===== src/core/nmn_pkg.sv =====
// constants, encodings and state types for the negate/multiply/no-op executor
package nmn_pkg;
   localparam int DATA_W = 8;
   localparam int ADDR_W = 12;
   localparam int BANK_W = 4;
   // opcode fields: top seven bits select the byte-oriented op, bit 8 is the access bit
   localparam logic [6:0] OPC_MUL_F = 7'h01;
   localparam logic [6:0] OPC_NEG_F = 7'h36;
   localparam logic [15:0] OPC_NOP_ZERO = 16'h0000;
   localparam logic [3:0] OPC_NOP_TOP = 4'hF;
   localparam int OPC_HI = 15;
   localparam int OPC_LO = 9;
   localparam int ACC_BIT = 8;
   localparam int NOP_TOP_LO = 12;
   // access bank and indexed literal offset split points
   localparam logic [7:0] ACC_SPLIT = 8'h80;
   localparam logic [7:0] IDX_LIMIT = 8'h5F;
   localparam logic [3:0] ACC_LOW_PAGE = 4'h0;
   localparam logic [3:0] ACC_SFR_PAGE = 4'hF;
   // flag positions in the flag vector
   localparam int FLAG_W = 5;
   localparam int FLG_C = 0;
   localparam int FLG_DC = 1;
   localparam int FLG_Z = 2;
   localparam int FLG_OV = 3;
   localparam int FLG_N = 4;
   localparam logic [4:0] FLAGS_RST = 5'h00;
   localparam logic [7:0] BYTE_ZERO = 8'h00;
   localparam logic [7:0] BYTE_MIN = 8'h80;
   localparam logic [3:0] NIB_ZERO = 4'h0;
   localparam logic [15:0] WORD_ZERO = 16'h0000;
   localparam logic [11:0] ADDR_ZERO = 12'h000;

   typedef enum logic [2:0] {PH_IDLE, PH_Q1, PH_Q2, PH_Q3, PH_Q4} nmn_phase_t;
   typedef enum logic [1:0] {OP_NOP, OP_NEG, OP_MUL} nmn_op_t;
endpackage


===== src/core/nmn_alu_if.sv =====
// carrier between the sequencer and its arithmetic unit
`timescale 1ns/1ps
`default_nettype none
interface nmn_alu_if;
   logic [7:0] opnd;
   logic [7:0] wreg;
   logic [7:0] neg_res;
   logic [4:0] neg_flags;
   logic [15:0] prod;
   modport alu (input opnd, input wreg, output neg_res, output neg_flags, output prod);
   modport seq (output opnd, output wreg, input neg_res, input neg_flags, input prod);
endinterface
`default_nettype wire


===== src/core/nmn_alu.sv =====
// arithmetic unit: two's complement negate with flags, and unsigned 8x8 multiply
`timescale 1ns/1ps
`default_nettype none
module nmn_alu (
   nmn_alu_if.alu a
);
   logic [8:0] sum;
   always_comb begin
      // negate as ~f + 1 so carry falls out of the adder; digit carry is set when the low nibble of f is zero
      sum = {1'b0, ~a.opnd} + 9'h001;
      a.neg_res = sum[7:0];
      a.neg_flags[nmn_pkg::FLG_C] = sum[8];
      a.neg_flags[nmn_pkg::FLG_DC] = (a.opnd[3:0] == nmn_pkg::NIB_ZERO);
      a.neg_flags[nmn_pkg::FLG_Z] = (sum[7:0] == nmn_pkg::BYTE_ZERO);
      a.neg_flags[nmn_pkg::FLG_OV] = (a.opnd == nmn_pkg::BYTE_MIN);
      a.neg_flags[nmn_pkg::FLG_N] = sum[7];
      // widen before multiplying so the high byte is not lost
      a.prod = 16'(a.wreg) * 16'(a.opnd);
   end
endmodule
`default_nettype wire


===== src/core/nmn_exec.sv =====
// four-phase executor for negate-file, multiply-w-by-file and no-op words
// How it works
// - negate-file replaces the byte with its two's complement, updates N OV C DC Z.
// - the negated value goes back to the same data byte, never to W.
// - access bit 0 maps the file address into the access bank, bank ignored.
// - access bit 1 uses the bank select register to pick the bank.
// - access bit 0 with extended set: addresses up to 5Fh are indexed offsets.
// - negate is one word, one cycle: decode, read, compute, write.
// - multiply keeps W and the file byte, writes only the product pair in phase four.
// - multiply forms unsigned 16-bit W times file byte, high byte upper, no flags.
`timescale 1ns/1ps
`default_nettype none
module nmn_exec #(
   parameter int ADDR_W = nmn_pkg::ADDR_W
) (
   input wire logic core_clk_in,
   input wire logic rst_in,
   input wire logic instr_valid_in,
   input wire logic [15:0] instr_word_in,
   input wire logic [3:0] bank_select_register_in,
   input wire logic ext_set_in,
   input wire logic [11:0] index_base_in,
   input wire logic [7:0] w_in,
   input wire logic [7:0] mem_rdata_in,
   output logic instr_ready_out,
   output logic [11:0] mem_addr_out,
   output logic mem_rd_out,
   output logic mem_wr_out,
   output logic [7:0] mem_wdata_out,
   output logic [4:0] flags_out,
   output logic flags_we_out,
   output logic [7:0] product_high_byte_out,
   output logic [7:0] product_low_byte_out,
   output logic prod_we_out,
   output logic done_out
);
   if (ADDR_W != nmn_pkg::ADDR_W) begin : g_chk
      $error("nmn_exec: address width must be 12");
   end

   typedef struct packed {
      nmn_pkg::nmn_phase_t ph;
      nmn_pkg::nmn_op_t op;
      logic [15:0] word;
      logic [11:0] addr;
      logic [7:0] res;
      logic [4:0] new_flags;
      logic [15:0] prod_new;
      logic [4:0] flags;
      logic [15:0] prod;
   } nmn_state_t;

   nmn_state_t s_q, s_d;
   nmn_alu_if alu_bus ();

   nmn_alu u_alu (
      .a(alu_bus.alu)
   );

   function automatic nmn_pkg::nmn_op_t op_of(input logic [15:0] w);
      if (w[nmn_pkg::OPC_HI:nmn_pkg::OPC_LO] == nmn_pkg::OPC_NEG_F) begin
         return nmn_pkg::OP_NEG;
      end
      if (w[nmn_pkg::OPC_HI:nmn_pkg::OPC_LO] == nmn_pkg::OPC_MUL_F) begin
         return nmn_pkg::OP_MUL;
      end
      // zero word, top nibble all ones, and anything unhandled fall through as no-op
      return nmn_pkg::OP_NOP;
   endfunction

   function automatic logic [11:0] addr_of(input logic [15:0] w, input logic [3:0] bank,
                                           input logic ext, input logic [11:0] base);
      logic [7:0] f;
      f = w[7:0];
      if (w[nmn_pkg::ACC_BIT]) begin
         return {bank, f};
      end
      if (ext && (f <= nmn_pkg::IDX_LIMIT)) begin
         return 12'(base + {4'h0, f});
      end
      // low half of the access bank is ram page zero, high half the special registers
      if (f < nmn_pkg::ACC_SPLIT) begin
         return {nmn_pkg::ACC_LOW_PAGE, f};
      end
      return {nmn_pkg::ACC_SFR_PAGE, f};
   endfunction

   assign alu_bus.opnd = mem_rdata_in;
   assign alu_bus.wreg = w_in;

   always_comb begin
      s_d = s_q;
      case (s_q.ph)
         nmn_pkg::PH_IDLE: begin
            if (instr_valid_in) begin
               s_d.word = instr_word_in;
               s_d.ph = nmn_pkg::PH_Q1;
            end
         end
         nmn_pkg::PH_Q1: begin
            // decode, and resolve the operand address from the bank state of this cycle
            s_d.op = op_of(s_q.word);
            s_d.addr = addr_of(s_q.word, bank_select_register_in, ext_set_in, index_base_in);
            s_d.ph = nmn_pkg::PH_Q2;
         end
         nmn_pkg::PH_Q2: begin
            s_d.ph = nmn_pkg::PH_Q3;
         end
         nmn_pkg::PH_Q3: begin
            // read data arrives one cycle after the read strobe
            s_d.res = alu_bus.neg_res;
            s_d.new_flags = alu_bus.neg_flags;
            s_d.prod_new = alu_bus.prod;
            s_d.ph = nmn_pkg::PH_Q4;
         end
         nmn_pkg::PH_Q4: begin
            if (s_q.op == nmn_pkg::OP_NEG) begin
               s_d.flags = s_q.new_flags;
            end
            if (s_q.op == nmn_pkg::OP_MUL) begin
               s_d.prod = s_q.prod_new;
            end
            // next word may be taken in the write phase for back-to-back cycles
            if (instr_valid_in) begin
               s_d.word = instr_word_in;
               s_d.ph = nmn_pkg::PH_Q1;
            end else begin
               s_d.ph = nmn_pkg::PH_IDLE;
            end
         end
         default: begin
            s_d.ph = nmn_pkg::PH_IDLE;
         end
      endcase
   end

   always_ff @(posedge core_clk_in) begin
      if (rst_in) begin
         s_q <= '{ph: nmn_pkg::PH_IDLE, op: nmn_pkg::OP_NOP, word: nmn_pkg::WORD_ZERO,
                  addr: nmn_pkg::ADDR_ZERO, res: nmn_pkg::BYTE_ZERO,
                  new_flags: nmn_pkg::FLAGS_RST, prod_new: nmn_pkg::WORD_ZERO,
                  flags: nmn_pkg::FLAGS_RST, prod: nmn_pkg::WORD_ZERO};
      end else begin
         s_q <= s_d;
      end
   end

   assign instr_ready_out = (s_q.ph == nmn_pkg::PH_IDLE) || (s_q.ph == nmn_pkg::PH_Q4);
   assign mem_addr_out = s_q.addr;
   assign mem_rd_out = (s_q.ph == nmn_pkg::PH_Q2) && (s_q.op != nmn_pkg::OP_NOP);
   // only negate writes memory, and to the address it read from
   assign mem_wr_out = (s_q.ph == nmn_pkg::PH_Q4) && (s_q.op == nmn_pkg::OP_NEG);
   assign mem_wdata_out = s_q.res;
   assign flags_we_out = mem_wr_out;
   assign flags_out = s_q.flags;
   assign prod_we_out = (s_q.ph == nmn_pkg::PH_Q4) && (s_q.op == nmn_pkg::OP_MUL);
   assign product_high_byte_out = s_q.prod[15:8];
   assign product_low_byte_out = s_q.prod[7:0];
   assign done_out = (s_q.ph == nmn_pkg::PH_Q4);
endmodule
`default_nettype wire


===== config.mk =====
export PLATFORM = sky130hd
export DESIGN_NAME = nmn_exec
export DESIGN_NICKNAME = d
export VERILOG_FILES = /design/src/core/nmn_pkg.sv /design/src/core/nmn_alu_if.sv /design/src/core/nmn_alu.sv /design/src/core/nmn_exec.sv
export SDC_FILE = /design/constraint.sdc
export NUM_CORES = 1
export LEC_CHECK = 0
export BUFFER_PORTS_ARGS = -buffer_cell sky130_fd_sc_hd__clkbuf_2
export CORE_ASPECT_RATIO = 1.2
export CORE_MARGIN = 1
export CORE_UTILIZATION = 50
export DETAILED_ROUTE_END_ITERATION = 6
export GPL_ROUTABILITY_DRIVEN = 0
export GPL_TIMING_DRIVEN = 0
export HOLD_SLACK_MARGIN = 0.15
export PLACE_DENSITY = 0.75
export SYNTH_ARGS = -nofsm -noshare
export SYNTH_HDL_FRONTEND = slang
export SYNTH_SLANG_ARGS = --single-unit

===== constraint.sdc =====
create_clock -name core_clk_in -period 11.6 [get_ports core_clk_in]
set_input_delay 1.74 -clock core_clk_in [delete_from_list [all_inputs] [get_ports core_clk_in]]
set_output_delay 1.74 -clock core_clk_in [all_outputs]
set_load 0.005 [all_outputs]

---- Word-level counts from Yosys, hierarchy flattened ----
Index checks and enable logic that the tools add are counted.
word-level totals
  output and inout port bits .............. 47
  logic and storage cells ................. 65
  flip-flop bits (word level) ............. 83
operators by class
  $mul .................................... 1
  add/subtract/negate cells ............... 2
  reductions and logical operators ........ 13
  $lt $le $gt $ge ......................... 2
  bitwise logic cells ..................... 1
  multiplexer cells ....................... 27
  equal/unequal tests ..................... 10
operators with widths
  kind                   number
  $mux W12               6
  $mul A8 B8 Y16         1
  $mux W1                15
  $pmux W3 S5            1
  $add A12 B8 Y12        1
  $add A8 B1 Y9 const B  1
  $eq A8 B8 Y1 const B   1
  $le A8 B7 Y1 const B   1
  $logic_not A8 Y1       1
  $lt A8 B8 Y1 const B   1
  $mux W2                4
  $not A8 Y8             1
  $eq A7 B1 Y1 const B   1
  $eq A7 B6 Y1 const B   1
  $eq A3 B2 Y1 const B   2
  $reduce_and A2 Y1      3
  $logic_and A1 B1 Y1    4
  $logic_not A4 Y1       1
  $eq A3 B1 Y1 const B   1
  $eq A3 B3 Y1 const B   1
  $logic_not A3 Y1       1
  $mux W3                1
  $eq A2 B1 Y1 const B   1
  $eq A2 B2 Y1 const B   1
  4 further kinds        4

---- Longest topological paths before layout ----
Gate-level depths: netlist of the first run.
  word-level depth ........................ 11
  depth in mapped cells ................... 17
  gate-level depth less buffers ........... 16

---- Modules after synthesis ----
Synthesis of the first run repeated with hierarchy kept, for this count alone.
second synthesis, totals
  cells, all modules ...................... 788
  area, all modules ....................... 6,279.8 µm²
by module, submodules not included
  module    cells an instance  area each (µm²)  seq. area each (µm²)  times used
  nmn_exec  501                3,921.3          1,661.6               1
  nmn_alu   287                2,358.5          0.0                   1

---- Worst setup path after synthesis of the first run ----
No wires, ideal clock.
  path type ............................... input port to flip-flop
  start point ............................. in mem_rdata_in[7]
  end point ............................... reg s_q[36] (netlist name)
  setup time .............................. 86 ps
  data required time ...................... 11,514 ps
  data arrival time ....................... 5,691 ps
  cell stages on the path ................. 16
  setup slack ............................. 5,823 ps
  cells stage by stage .................... clkbuf_1 -> nand2_1 -> fa_1 -> fa_1 -> inv_1 -> fa_1 -> inv_1 -> fa_1 -> inv_1 -> ha_1 -> o21a_1 -> o31ai_4 -> a2111oi_2 -> o41ai_2 -> xnor2_1 -> a211oi_1
on the way
  word-level cells in the longest chain between the ends .. 1
ends and longest elaborated chain
  element               RTL line         source
  from (decl)           nmn_exec.sv:24   input wire logic [7:0] mem_rdata_in,
  $mul A8 B8 Y16        nmn_alu.sv:18    a.prod = 16'(a.wreg) * 16'(a.opnd);
  to (signal assigned)  nmn_exec.sv:139  s_q <= '{ph: nmn_pkg::PH_IDLE, op: nmn_pkg::OP_NOP, word: nmn_pkg::WORD_ZERO,
  to (decl)             nmn_exec.sv:53   nmn_state_t s_q, s_d;
No other way between the ends.
A chain may end at the register's enable or synchronous reset.

---- Worst setup path after layout of the first run ----
Same ends and word-level chain as after synthesis.

==> results of run 1 <==
## logic make-up after synthesis
| kind of cell | synth area share (%) |
|---|---|
| buffers and inverters | 11.14 |
| DFF | 26.97 |
| AOI/OAI and AO/OA | 15.36 |
| adders and majority gates | 21.42 |
| xor gates and xnor gates | 2.447 |
| and+or+nand+nor | 22.66 |
## critical path: stages
cell and delay (ns):
clkbuf_2 0.10, clkbuf_1 0.39, nand2_1 0.16, fa_1 0.53, fa_1 0.55, inv_1 0.06, fa_1 0.53, inv_1 0.06
fa_1 0.53, inv_1 0.04, ha_1 0.33, o21a_1 0.19, o31ai_4 0.10, a2111oi_2 0.48, o41ai_2 0.14, xnor2_1 0.16
a211oi_1 0.22
## power groups by stage
stage               Clock, W  Combinational (W)  Sequential, W
floorplan                  0           0.000287       0.000310
CTS                 0.000295           0.000373       0.000306
detailed placement         0           0.000370       0.000312
global placement           0           0.000363       0.000311
global route        0.000307           0.000422       0.000308
finish              0.000293           0.000371       0.000306
## Yosys cell counts (4+ instances only)
master and instances:
dfxtp_1 82, o21ai_0 13, clkbuf_1 27, nor3_1 18, buf_4 43, nand3b_1 6
nor4b_1 4, fa_1 37, xor2_1 5, inv_1 57, a21oi_1 79, a21o_1 6
and2_1 55, nor2_1 35, a211oi_1 15, ha_1 45, nand3_1 6, nand2_1 141
xnor2_1 12, buf_2 4
## path summary, 6_finish.rpt
check | startpoint | depth (start not counted) | slack, ns | to
worst max-delay path | mem_rdata_in[7] | 17 | 5.55 | s_q[36]
worst min-delay path | s_q[38] | 2 | 0.45 | flags_out[1]
worst max register to register | s_q[62] | 9 | 9.38 | mem_addr_out[8]
worst min register to register | s_q[38] | 2 | 0.45 | flags_out[1]
## state kept, by name, summed over array words and instances (netlist names)
| register | count |
|---|---|
| product_low_byte_out | 8 |
| flags_out | 5 |
| mem_addr_out | 12 |
| product_high_byte_out | 8 |
| s_q | 42 |
| mem_wdata_out | 7 |
## stage by stage
step           power [W]  area, um2
6_report       0.0009702       7079
2_1_floorplan  0.0005962       6086
3_3_place_gp   0.0006746       6768
5_1_grt         0.001036       7079
4_1_cts        0.0009732       7079
3_5_place_dp   0.0006821       6768
## cell type report
type	instances	share of cell area, %
plain buffers	78	6.504
clock buffers	10	3.376
clock inverters	6	1.025
inverters	58	3.075
multi-input cells	534	53.20
flip-flops and latches	82	23.19
well taps	157	2.775
repair buffers	97	6.858
## metal layers
metal  wire, um  vias up
met1       6028     2419
met3        716       20
met4        238        0
li1           -     2669
met5          0        -
met2       7169      157
==> results.sh, run 1 <==
export IMPL_globalRouteOverflowTotal=0
export IMPL_wire_per_inst_um=13.85
export IMPL_internal_power_w=0.0006266
export IMPL_synth_top_area_share_pct=26.97
export IMPL_synth_distinct_cells=56
export IMPL_synth_seq_cells=82
export IMPL_drt_iter0_markers=238
export IMPL_synth_nets=886
export IMPL_dpl_hpwl_um=11410
export IMPL_hold_slack_ns=0.4535
export IMPL_grt_pass1_wl_um=22910
export IMPL_p_comb_share_pct=38.2
export IMPL_switching_share_pct=35.42
export IMPL_cts_tree="yes"
export IMPL_crit_path_end_kind="register"
export IMPL_met1_usage_pct=28.42
export IMPL_fp_row_count=43
export IMPL_fp_dieH_um=122.9
export IMPL_fill_cells=1146
export IMPL_rsz0062_at_grt="no"
export IMPL_cts_setup_buffers=0
export IMPL_numPortBuffers=97
export IMPL_postLayoutCoreUtil_pct=60.36
export IMPL_dr_total_vias=5265
export IMPL_numCtsBuffers=9
export IMPL_routed_wl_um=14150
export IMPL_viasPerCell=5.152
export IMPL_ir_worst_vdd_v=0.00008969
export IMPL_start_util_pct=51.89
export IMPL_grt_pass1_vias=4957
export IMPL_max_cap_violations=0
export IMPL_grt_use_met2_pct=42.13
export IMPL_synth_ff_type="dfxtp_1"
export IMPL_min_period_ns=6.051
export IMPL_status="complete, no violations"
export IMPL_grt_max_degree=16
export IMPL_antenna_left=0
export IMPL_worstSetupStartpointType="primary input"
export IMPL_antenna_found_initial=0
export IMPL_layout_setup_ws_ns=5.549
export IMPL_synth_avg_cell_area_um2=8.093
export IMPL_ios=99
export IMPL_preCtsSetupSlack_ns=5.183
export IMPL_seq_area_frac_synth_pct=26.97
export IMPL_postCtsResizedCells=0
export IMPL_fin_cells=1022
export IMPL_synthTopCellsByArea="dfxtp_1, fa_1, ha_1"
export IMPL_final_setup_skew_ns=0.005429
export IMPL_fmax_mhz=165.3
export IMPL_clkPwrFrac_pct=30.2
export IMPL_multi_input_area_mm2=0.003766
export IMPL_htreeDepth=3
export IMPL_static_leakage_power_nw=3.185
export IMPL_drive_above_1_share_pct=20.12
export IMPL_firstDrtPassIters=5
export IMPL_hold_path_class="register to register"
export IMPL_numPlacedInstances=1006
export IMPL_period_share_pct=52.17
export IMPL_antennaDiodeCount=0
export IMPL_syn_area_mm2=0.006086
export IMPL_hold_viol=0
export IMPL_yosys_area_top_type="dfxtp_1"
export IMPL_ff_latch_area_mm2=0.001642
export IMPL_yosysWarnings=0
export IMPL_netlist_instances=752
export IMPL_path_class="primary input to register"
export IMPL_power_per_cell_area_mw_per_mm2=137.1
export IMPL_final_common_cell="nand2_1"
export IMPL_max_slew_margin_pct=28.73
export IMPL_die_area_mm2=0.01262
export IMPL_cts_root_buf="clkbuf_16"
export IMPL_area_growth_pct=16.32
export IMPL_busiest_layer="met2"
export IMPL_drc_errors=0
export IMPL_path_clk_slew_ns=0.07
export IMPL_clkLatencyLatePin_ns=0.34
export IMPL_grt_usage_pct=23.48
export IMPL_clockBufferDepth=2
export IMPL_switchingPower_w=0.0003436
export IMPL_fin_setup_tns_ns=0
export IMPL_arrival_ns=6.31
export IMPL_cts_sinks=82
export IMPL_core_area_mm2=0.01173
export IMPL_drv_slew=0
export IMPL_synth_edf_count=0
export IMPL_ys_async_sr_fraction_pct=0
export IMPL_mostFrequentLayoutCells="nand2_1, clkbuf_2, dfxtp_1"
export IMPL_cts_hold_buf=0
export IMPL_nets=994
export IMPL_crit_required_ns=11.86
export IMPL_setup_viol=0
export IMPL_gr_usage_met3_pct=3.702
export IMPL_die_x_um=102.7
export IMPL_power_frac_seq_pct=31.5
export IMPL_tightest_slew_ns=1.067
export IMPL_worstPathMaxFanout=10
Note: power is estimated with default switching activity, not from simulation.
==> run 2, diff against run 1 <==
PLACE_DENSITY = 0.78   (was 0.75)
clock period = 5.05 ns   (was 11.6 ns; I/O delays follow)
==> results.sh, run 2 (synthesis results as in run 1) <==
export IMPL_ir_worst_vdd_v=0.0001803
export IMPL_dr_total_vias=5376
export IMPL_multi_input_area_mm2=0.003766
export IMPL_antennaDiodeCount=0
export IMPL_clockBufferDepth=2
export IMPL_drive_above_1_share_pct=20.26
export IMPL_numPortBuffers=97
export IMPL_tightest_slew_ns=0.9435
export IMPL_post_dp_cell_area_mm2=0.006768
export IMPL_min_period_ns=4.772
export IMPL_grt_pass1_vias=5256
export IMPL_numPlacedInstances=1006
export IMPL_numCtsBuffers=9
export IMPL_wire_per_inst_um=14.20
export IMPL_cts_hold_buf=0
export IMPL_area_growth_pct=15.87
export IMPL_final_common_cell="nand2_1"
export IMPL_fin_cells=1016
export IMPL_routed_wl_um=14420
export IMPL_grt_pass1_wl_um=23970
export IMPL_fp_row_count=43
export IMPL_grt_usage_pct=24.58
export IMPL_status="complete, no violations"
export IMPL_max_cap_violations=0
export IMPL_drc_errors=0
export IMPL_worstPathMaxFanout=13
export IMPL_largest_register="s_q"
export IMPL_die_x_um=102.7
export IMPL_clkLatencyLatePin_ns=0.34
export IMPL_hold_path_class="register to register"
export IMPL_crit_required_ns=5.30
export IMPL_htreeDepth=3
export IMPL_final_setup_skew_ns=0.01409
export IMPL_path_class="primary input to register"
export IMPL_antenna_found_initial=0
export IMPL_cts_root_buf="clkbuf_16"
export IMPL_start_util_pct=51.89
export IMPL_fp_dieH_um=122.9
export IMPL_arrival_ns=5.02
export IMPL_dpl_hpwl_um=11410
export IMPL_grt_max_degree=19
export IMPL_final_cell_area_mm2=0.007052
export IMPL_rsz0062_at_grt="no"
export IMPL_setup_viol=0
export IMPL_fill_cells=1111
export IMPL_drv_slew=0
export IMPL_largest_reg_flops=42
export IMPL_antenna_left=0
export IMPL_die_area_mm2=0.01262
export IMPL_viasPerCell=5.291
export IMPL_globalRouteOverflowTotal=0
export IMPL_preCtsSetupSlack_ns=-0.3730
export IMPL_mostFrequentLayoutCells="nand2_1, clkbuf_2, dfxtp_1"
export IMPL_max_slew_margin_pct=36.96
export IMPL_ff_latch_area_mm2=0.001642
export IMPL_power_per_cell_area_mw_per_mm2=317.0
export IMPL_period_share_pct=94.50
export IMPL_ios=99
export IMPL_postLayoutCoreUtil_pct=60.12
export IMPL_drt_iter0_markers=223
export IMPL_fmax_mhz=209.5
export IMPL_nets=988
export IMPL_cts_sinks=82
export IMPL_worstSetupStartpointType="primary input"
export IMPL_cts_tree="yes"
export IMPL_static_leakage_power_nw=3.185
export IMPL_firstDrtPassIters=4
export IMPL_core_area_mm2=0.01173
export IMPL_crit_path_end_kind="register"
export IMPL_path_clk_slew_ns=0.07
export IMPL_layout_setup_ws_ns=0.2778
export IMPL_hold_viol=0
run 2: cell count changes in the layout (fill, tap and decap cells not counted), sizes merged:
| cell | previous run | this run |
|---|---|---|
| clkbuf | 135 | 128 |
| clkinv | 1 | 4 |
| clkinvlp | 3 | 0 |
| inv | 59 | 61 |
| bufinv | 1 | 0 |
run 2: per-stage QoR:
step / hold WS, ns / TNS [ns] / total power [W]
5_1_grt: 0.4622 / 0 / 0.002393
3_3_place_gp: 0.4413 / -0.3586 / 0.001570
3_5_place_dp: 0.4447 / -0.7236 / 0.001581
2_1_floorplan: 0.4264 / 0 / 0.001369
6_report: 0.4493 / 0 / 0.002236
4_1_cts: 0.4551 / 0 / 0.002238
run 2: worst paths after layout:
check / start / endpoint / slack [ns] / cells after the start
max: mem_rdata_in[6] / s_q[36] / 0.28 / 16
min: s_q[28] / product_low_byte_out[7] / 0.45 / 2
max reg2reg: s_q[62] / mem_addr_out[8] / 2.73 / 9
min reg2reg: s_q[28] / product_low_byte_out[7] / 0.45 / 2
run 2: final cells by class:
| type | instances | area share [%] |
|---|---|---|
| buffer | 72 | 6.210 |
| clock buffer | 9 | 3.194 |
| clock inverter | 7 | 1.153 |
| inverter | 58 | 3.087 |
| multi-input combinational | 534 | 53.41 |
| sequential | 82 | 23.28 |
| tap | 157 | 2.786 |
| timing repair buffer | 97 | 6.884 |
run 2: layer usage:
metal,wire length (um),vias to the layer above,track usage [%]
met5,0,-,0
met4,404,0,9.018
met3,639,25,3.246
met2,7296,160,44.75
met1,6083,2534,29.00
li1,-,2657,-
run 2: critical path: stages:
cell       delay [ns]
clkbuf_2         0.26
nand2_1          0.14
fa_1             0.51
fa_1             0.54
inv_1            0.05
fa_1             0.52
inv_1            0.05
fa_1             0.53
inv_1            0.04
ha_1             0.33
o21a_1           0.20
o31ai_4          0.10
a2111oi_2        0.45
o41ai_2          0.14
xnor2_1          0.14
a211oi_1         0.25
run 2: power breakdown:
group          switching, W  internal (W)
Combinational      0.000513      0.000357
Sequential        0.0000229      0.000681
Clock              0.000309      0.000353
Total              0.000844       0.00139
run 2: repair_timing:
item	CTS	global route
buffers inserted	0	0
gates resized for setup	0	0
setup endpoints to repair	1	2
==> run 3, diff against run 2 <==
CORE_ASPECT_RATIO = 0.75   (was 1.2)
PLACE_DENSITY = 0.75   (was 0.78)
clock period = 5.5 ns   (was 5.05 ns; I/O delays follow)
==> results.sh, run 3 (synthesis results as in run 1) <==
export IMPL_status="complete, no violations"
export IMPL_path_common_cell="fa_1"
export IMPL_switching_share_pct=35.07
export IMPL_cts_root_buf="clkbuf_16"
export IMPL_post_dp_cell_area_mm2=0.006774
export IMPL_globalRouteOverflowTotal=0
export IMPL_antennaDiodeCount=0
export IMPL_power_per_cell_area_mw_per_mm2=289.1
export IMPL_fp_dieH_um=97.55
export IMPL_cpMaxStageDelayCell="fa_1"
export IMPL_crit_required_ns=5.69
export IMPL_die_x_um=129.4
export IMPL_internal_power_w=0.001329
export IMPL_ff2ff_path_depth=9
export IMPL_cts_hold_buf=0
export IMPL_power_frac_seq_pct=31.6
export IMPL_min_period_ns=5.136
export IMPL_fin_setup_tns_ns=0
export IMPL_max_cap_violations=0
export IMPL_drt_iter0_markers=344
export IMPL_numCtsBuffers=9
export IMPL_min_to="s_q[39]"
export IMPL_postCtsResizedCells=0
export IMPL_htreeDepth=3
export IMPL_core_area_mm2=0.01174
export IMPL_grt_pass1_wl_um=23870
export IMPL_largest_register="s_q"
export IMPL_dr_total_vias=5366
export IMPL_fp_row_count=34
export IMPL_antenna_left=0
export IMPL_drive_above_1_share_pct=20.00
export IMPL_ios=99
export IMPL_numPortBuffers=97
export IMPL_clkPwrFrac_pct=29.8
export IMPL_final_common_cell="nand2_1"
export IMPL_crit_path_end_kind="register"
export IMPL_setup_viol=0
export IMPL_fin_total_pwr_w=0.002047
export IMPL_whs_path_depth=1
export IMPL_switchingPower_w=0.0007178
export IMPL_r2r_start="s_q[62]"
export IMPL_final_setup_skew_ns=0.005347
export IMPL_cts_sinks=82
export IMPL_path_clk_slew_ns=0.06
export IMPL_crit_chain="clkbuf_2 -> clkbuf_1 -> nand2_1 -> fa_1 -> fa_1 -> inv_1 -> fa_1 -> inv_1 -> fa_1 -> inv_1 -> ha_1 -> o21a_1 -> o31ai_4 -> a2111oi_2 -> o41ai_2 -> xnor2_1 -> a211oi_1"
export IMPL_clkLatencyLatePin_ns=0.33
export IMPL_cts_tree="yes"
export IMPL_dpl_hpwl_um=11390
export IMPL_hold_start="s_q[39]"
export IMPL_grt_pass1_vias=4873
export IMPL_max_stage_delay_ns=0.54
export IMPL_numPlacedInstances=1011
export IMPL_grt_max_degree=14
export IMPL_max_slew_margin_pct=35.21
export IMPL_fill_cells=1092
export IMPL_cp_buffers_inverters=5
export IMPL_fmax_mhz=194.7
export IMPL_mostFrequentLayoutCells="nand2_1, clkbuf_2, dfxtp_1"
export IMPL_p_comb_share_pct=38.6
export IMPL_drc_errors=0
export IMPL_viasPerCell=5.225
export IMPL_tightest_slew_ns=0.9645
export IMPL_drv_slew=0
export IMPL_firstDrtPassIters=5
export IMPL_fin_cells=1027
export IMPL_cts_setup_buffers=0
export IMPL_hold_slack_ns=0.4522
export IMPL_grt_usage_pct=24.29
export IMPL_arrival_ns=5.33
export IMPL_static_leakage_power_nw=3.187
export IMPL_start_util_pct=51.83
export IMPL_clockBufferDepth=2
export IMPL_path_class="primary input to register"
export IMPL_final_cell_area_mm2=0.007081
export IMPL_area_growth_pct=16.34
export IMPL_worstPathMaxFanout=10
export IMPL_antenna_found_initial=0
export IMPL_hold_path_class="register to register"
export IMPL_wire_per_inst_um=14.16
export IMPL_worstSetupStartpointType="primary input"
export IMPL_nets=994
export IMPL_hold_viol=0
export IMPL_r2r_end="mem_addr_out[10]"
export IMPL_rsz0062_at_grt="no"
export IMPL_r2r_setup_slack_ns=3.25
export IMPL_ir_worst_vdd_v=0.0002302
export IMPL_die_area_mm2=0.01262
export IMPL_crit_family="adder cells"
export IMPL_multi_input_area_mm2=0.003766
export IMPL_ff_latch_area_mm2=0.001642
export IMPL_largest_reg_flops=42
export IMPL_routed_wl_um=14550
export IMPL_period_share_pct=93.38
==> run 3: changes by cell type in the layout (fill, tap and decap cells not counted) <==
cell / before / now
clkbuf_1: 21 / 28
inv_8: 2 / 0
clkinv_4: 1 / 0
inv_6: 2 / 0
clkbuf_8: 0 / 2
bufinv_16: 0 / 1
clkinv_8: 2 / 0
clkinv_2: 0 / 1
clkinvlp_4: 0 / 2
==> run 3: how the worst max path moves through the flow <==
stage,from,end,slack (ns),cells past startpoint
2_1_floorplan,mem_rdata_in[7],s_q[36],0.64,16
3_3_place_gp,mem_rdata_in[7],s_q[36],0.03,17
3_5_place_dp,mem_rdata_in[6],s_q[36],-0.003,17
4_1_cts,mem_rdata_in[6],s_q[36],0.37,17
5_1_grt,mem_rdata_in[6],s_q[36],0.08,17
6_report,mem_rdata_in[6],s_q[36],0.36,17
==> run 3: power groups by stage <==
stage | combinational [W] | clock, W | sequential, W
2_1_floorplan | 0.000604 | 0 | 0.000653
3_3_place_gp | 0.000775 | 0 | 0.000659
3_5_place_dp | 0.000781 | 0 | 0.000659
4_1_cts | 0.000788 | 0.000614 | 0.000647
5_1_grt | 0.000906 | 0.000639 | 0.000651
6_report | 0.000790 | 0.000609 | 0.000648
==> run 3: layer usage <==
layer / part of all wire, % / wire (um) / track usage [%]
met3: 7.2 / 1042 / 4.405
met1: 50 / 7299 / 37.58
met2: 42 / 6068 / 34.74
met4: 0.93 / 135 / 4.887
met5: 0 / 0 / 0
==> run 3: layout make-up <==
| cell class | instances | share of cell area, % |
|---|---|---|
| Multi-Input combinational cell | 534 | 53.19 |
| Sequential cell | 82 | 23.18 |
| Timing Repair Buffer | 97 | 6.856 |
| Buffer | 78 | 6.503 |
| Clock buffer | 12 | 3.623 |
| Inverter | 58 | 3.075 |
| Tap cell | 162 | 2.863 |
| Clock inverter | 4 | 0.7068 |
==> run 3: stage by stage <==
stage	worst slack [ns]	util, %
2_1_floorplan	0.6381	-
3_3_place_gp	0.03150	57.69
4_1_cts	0.3659	60.30
6_report	0.3639	60.30
3_5_place_dp	-0.003124	57.69
5_1_grt	0.07774	60.30
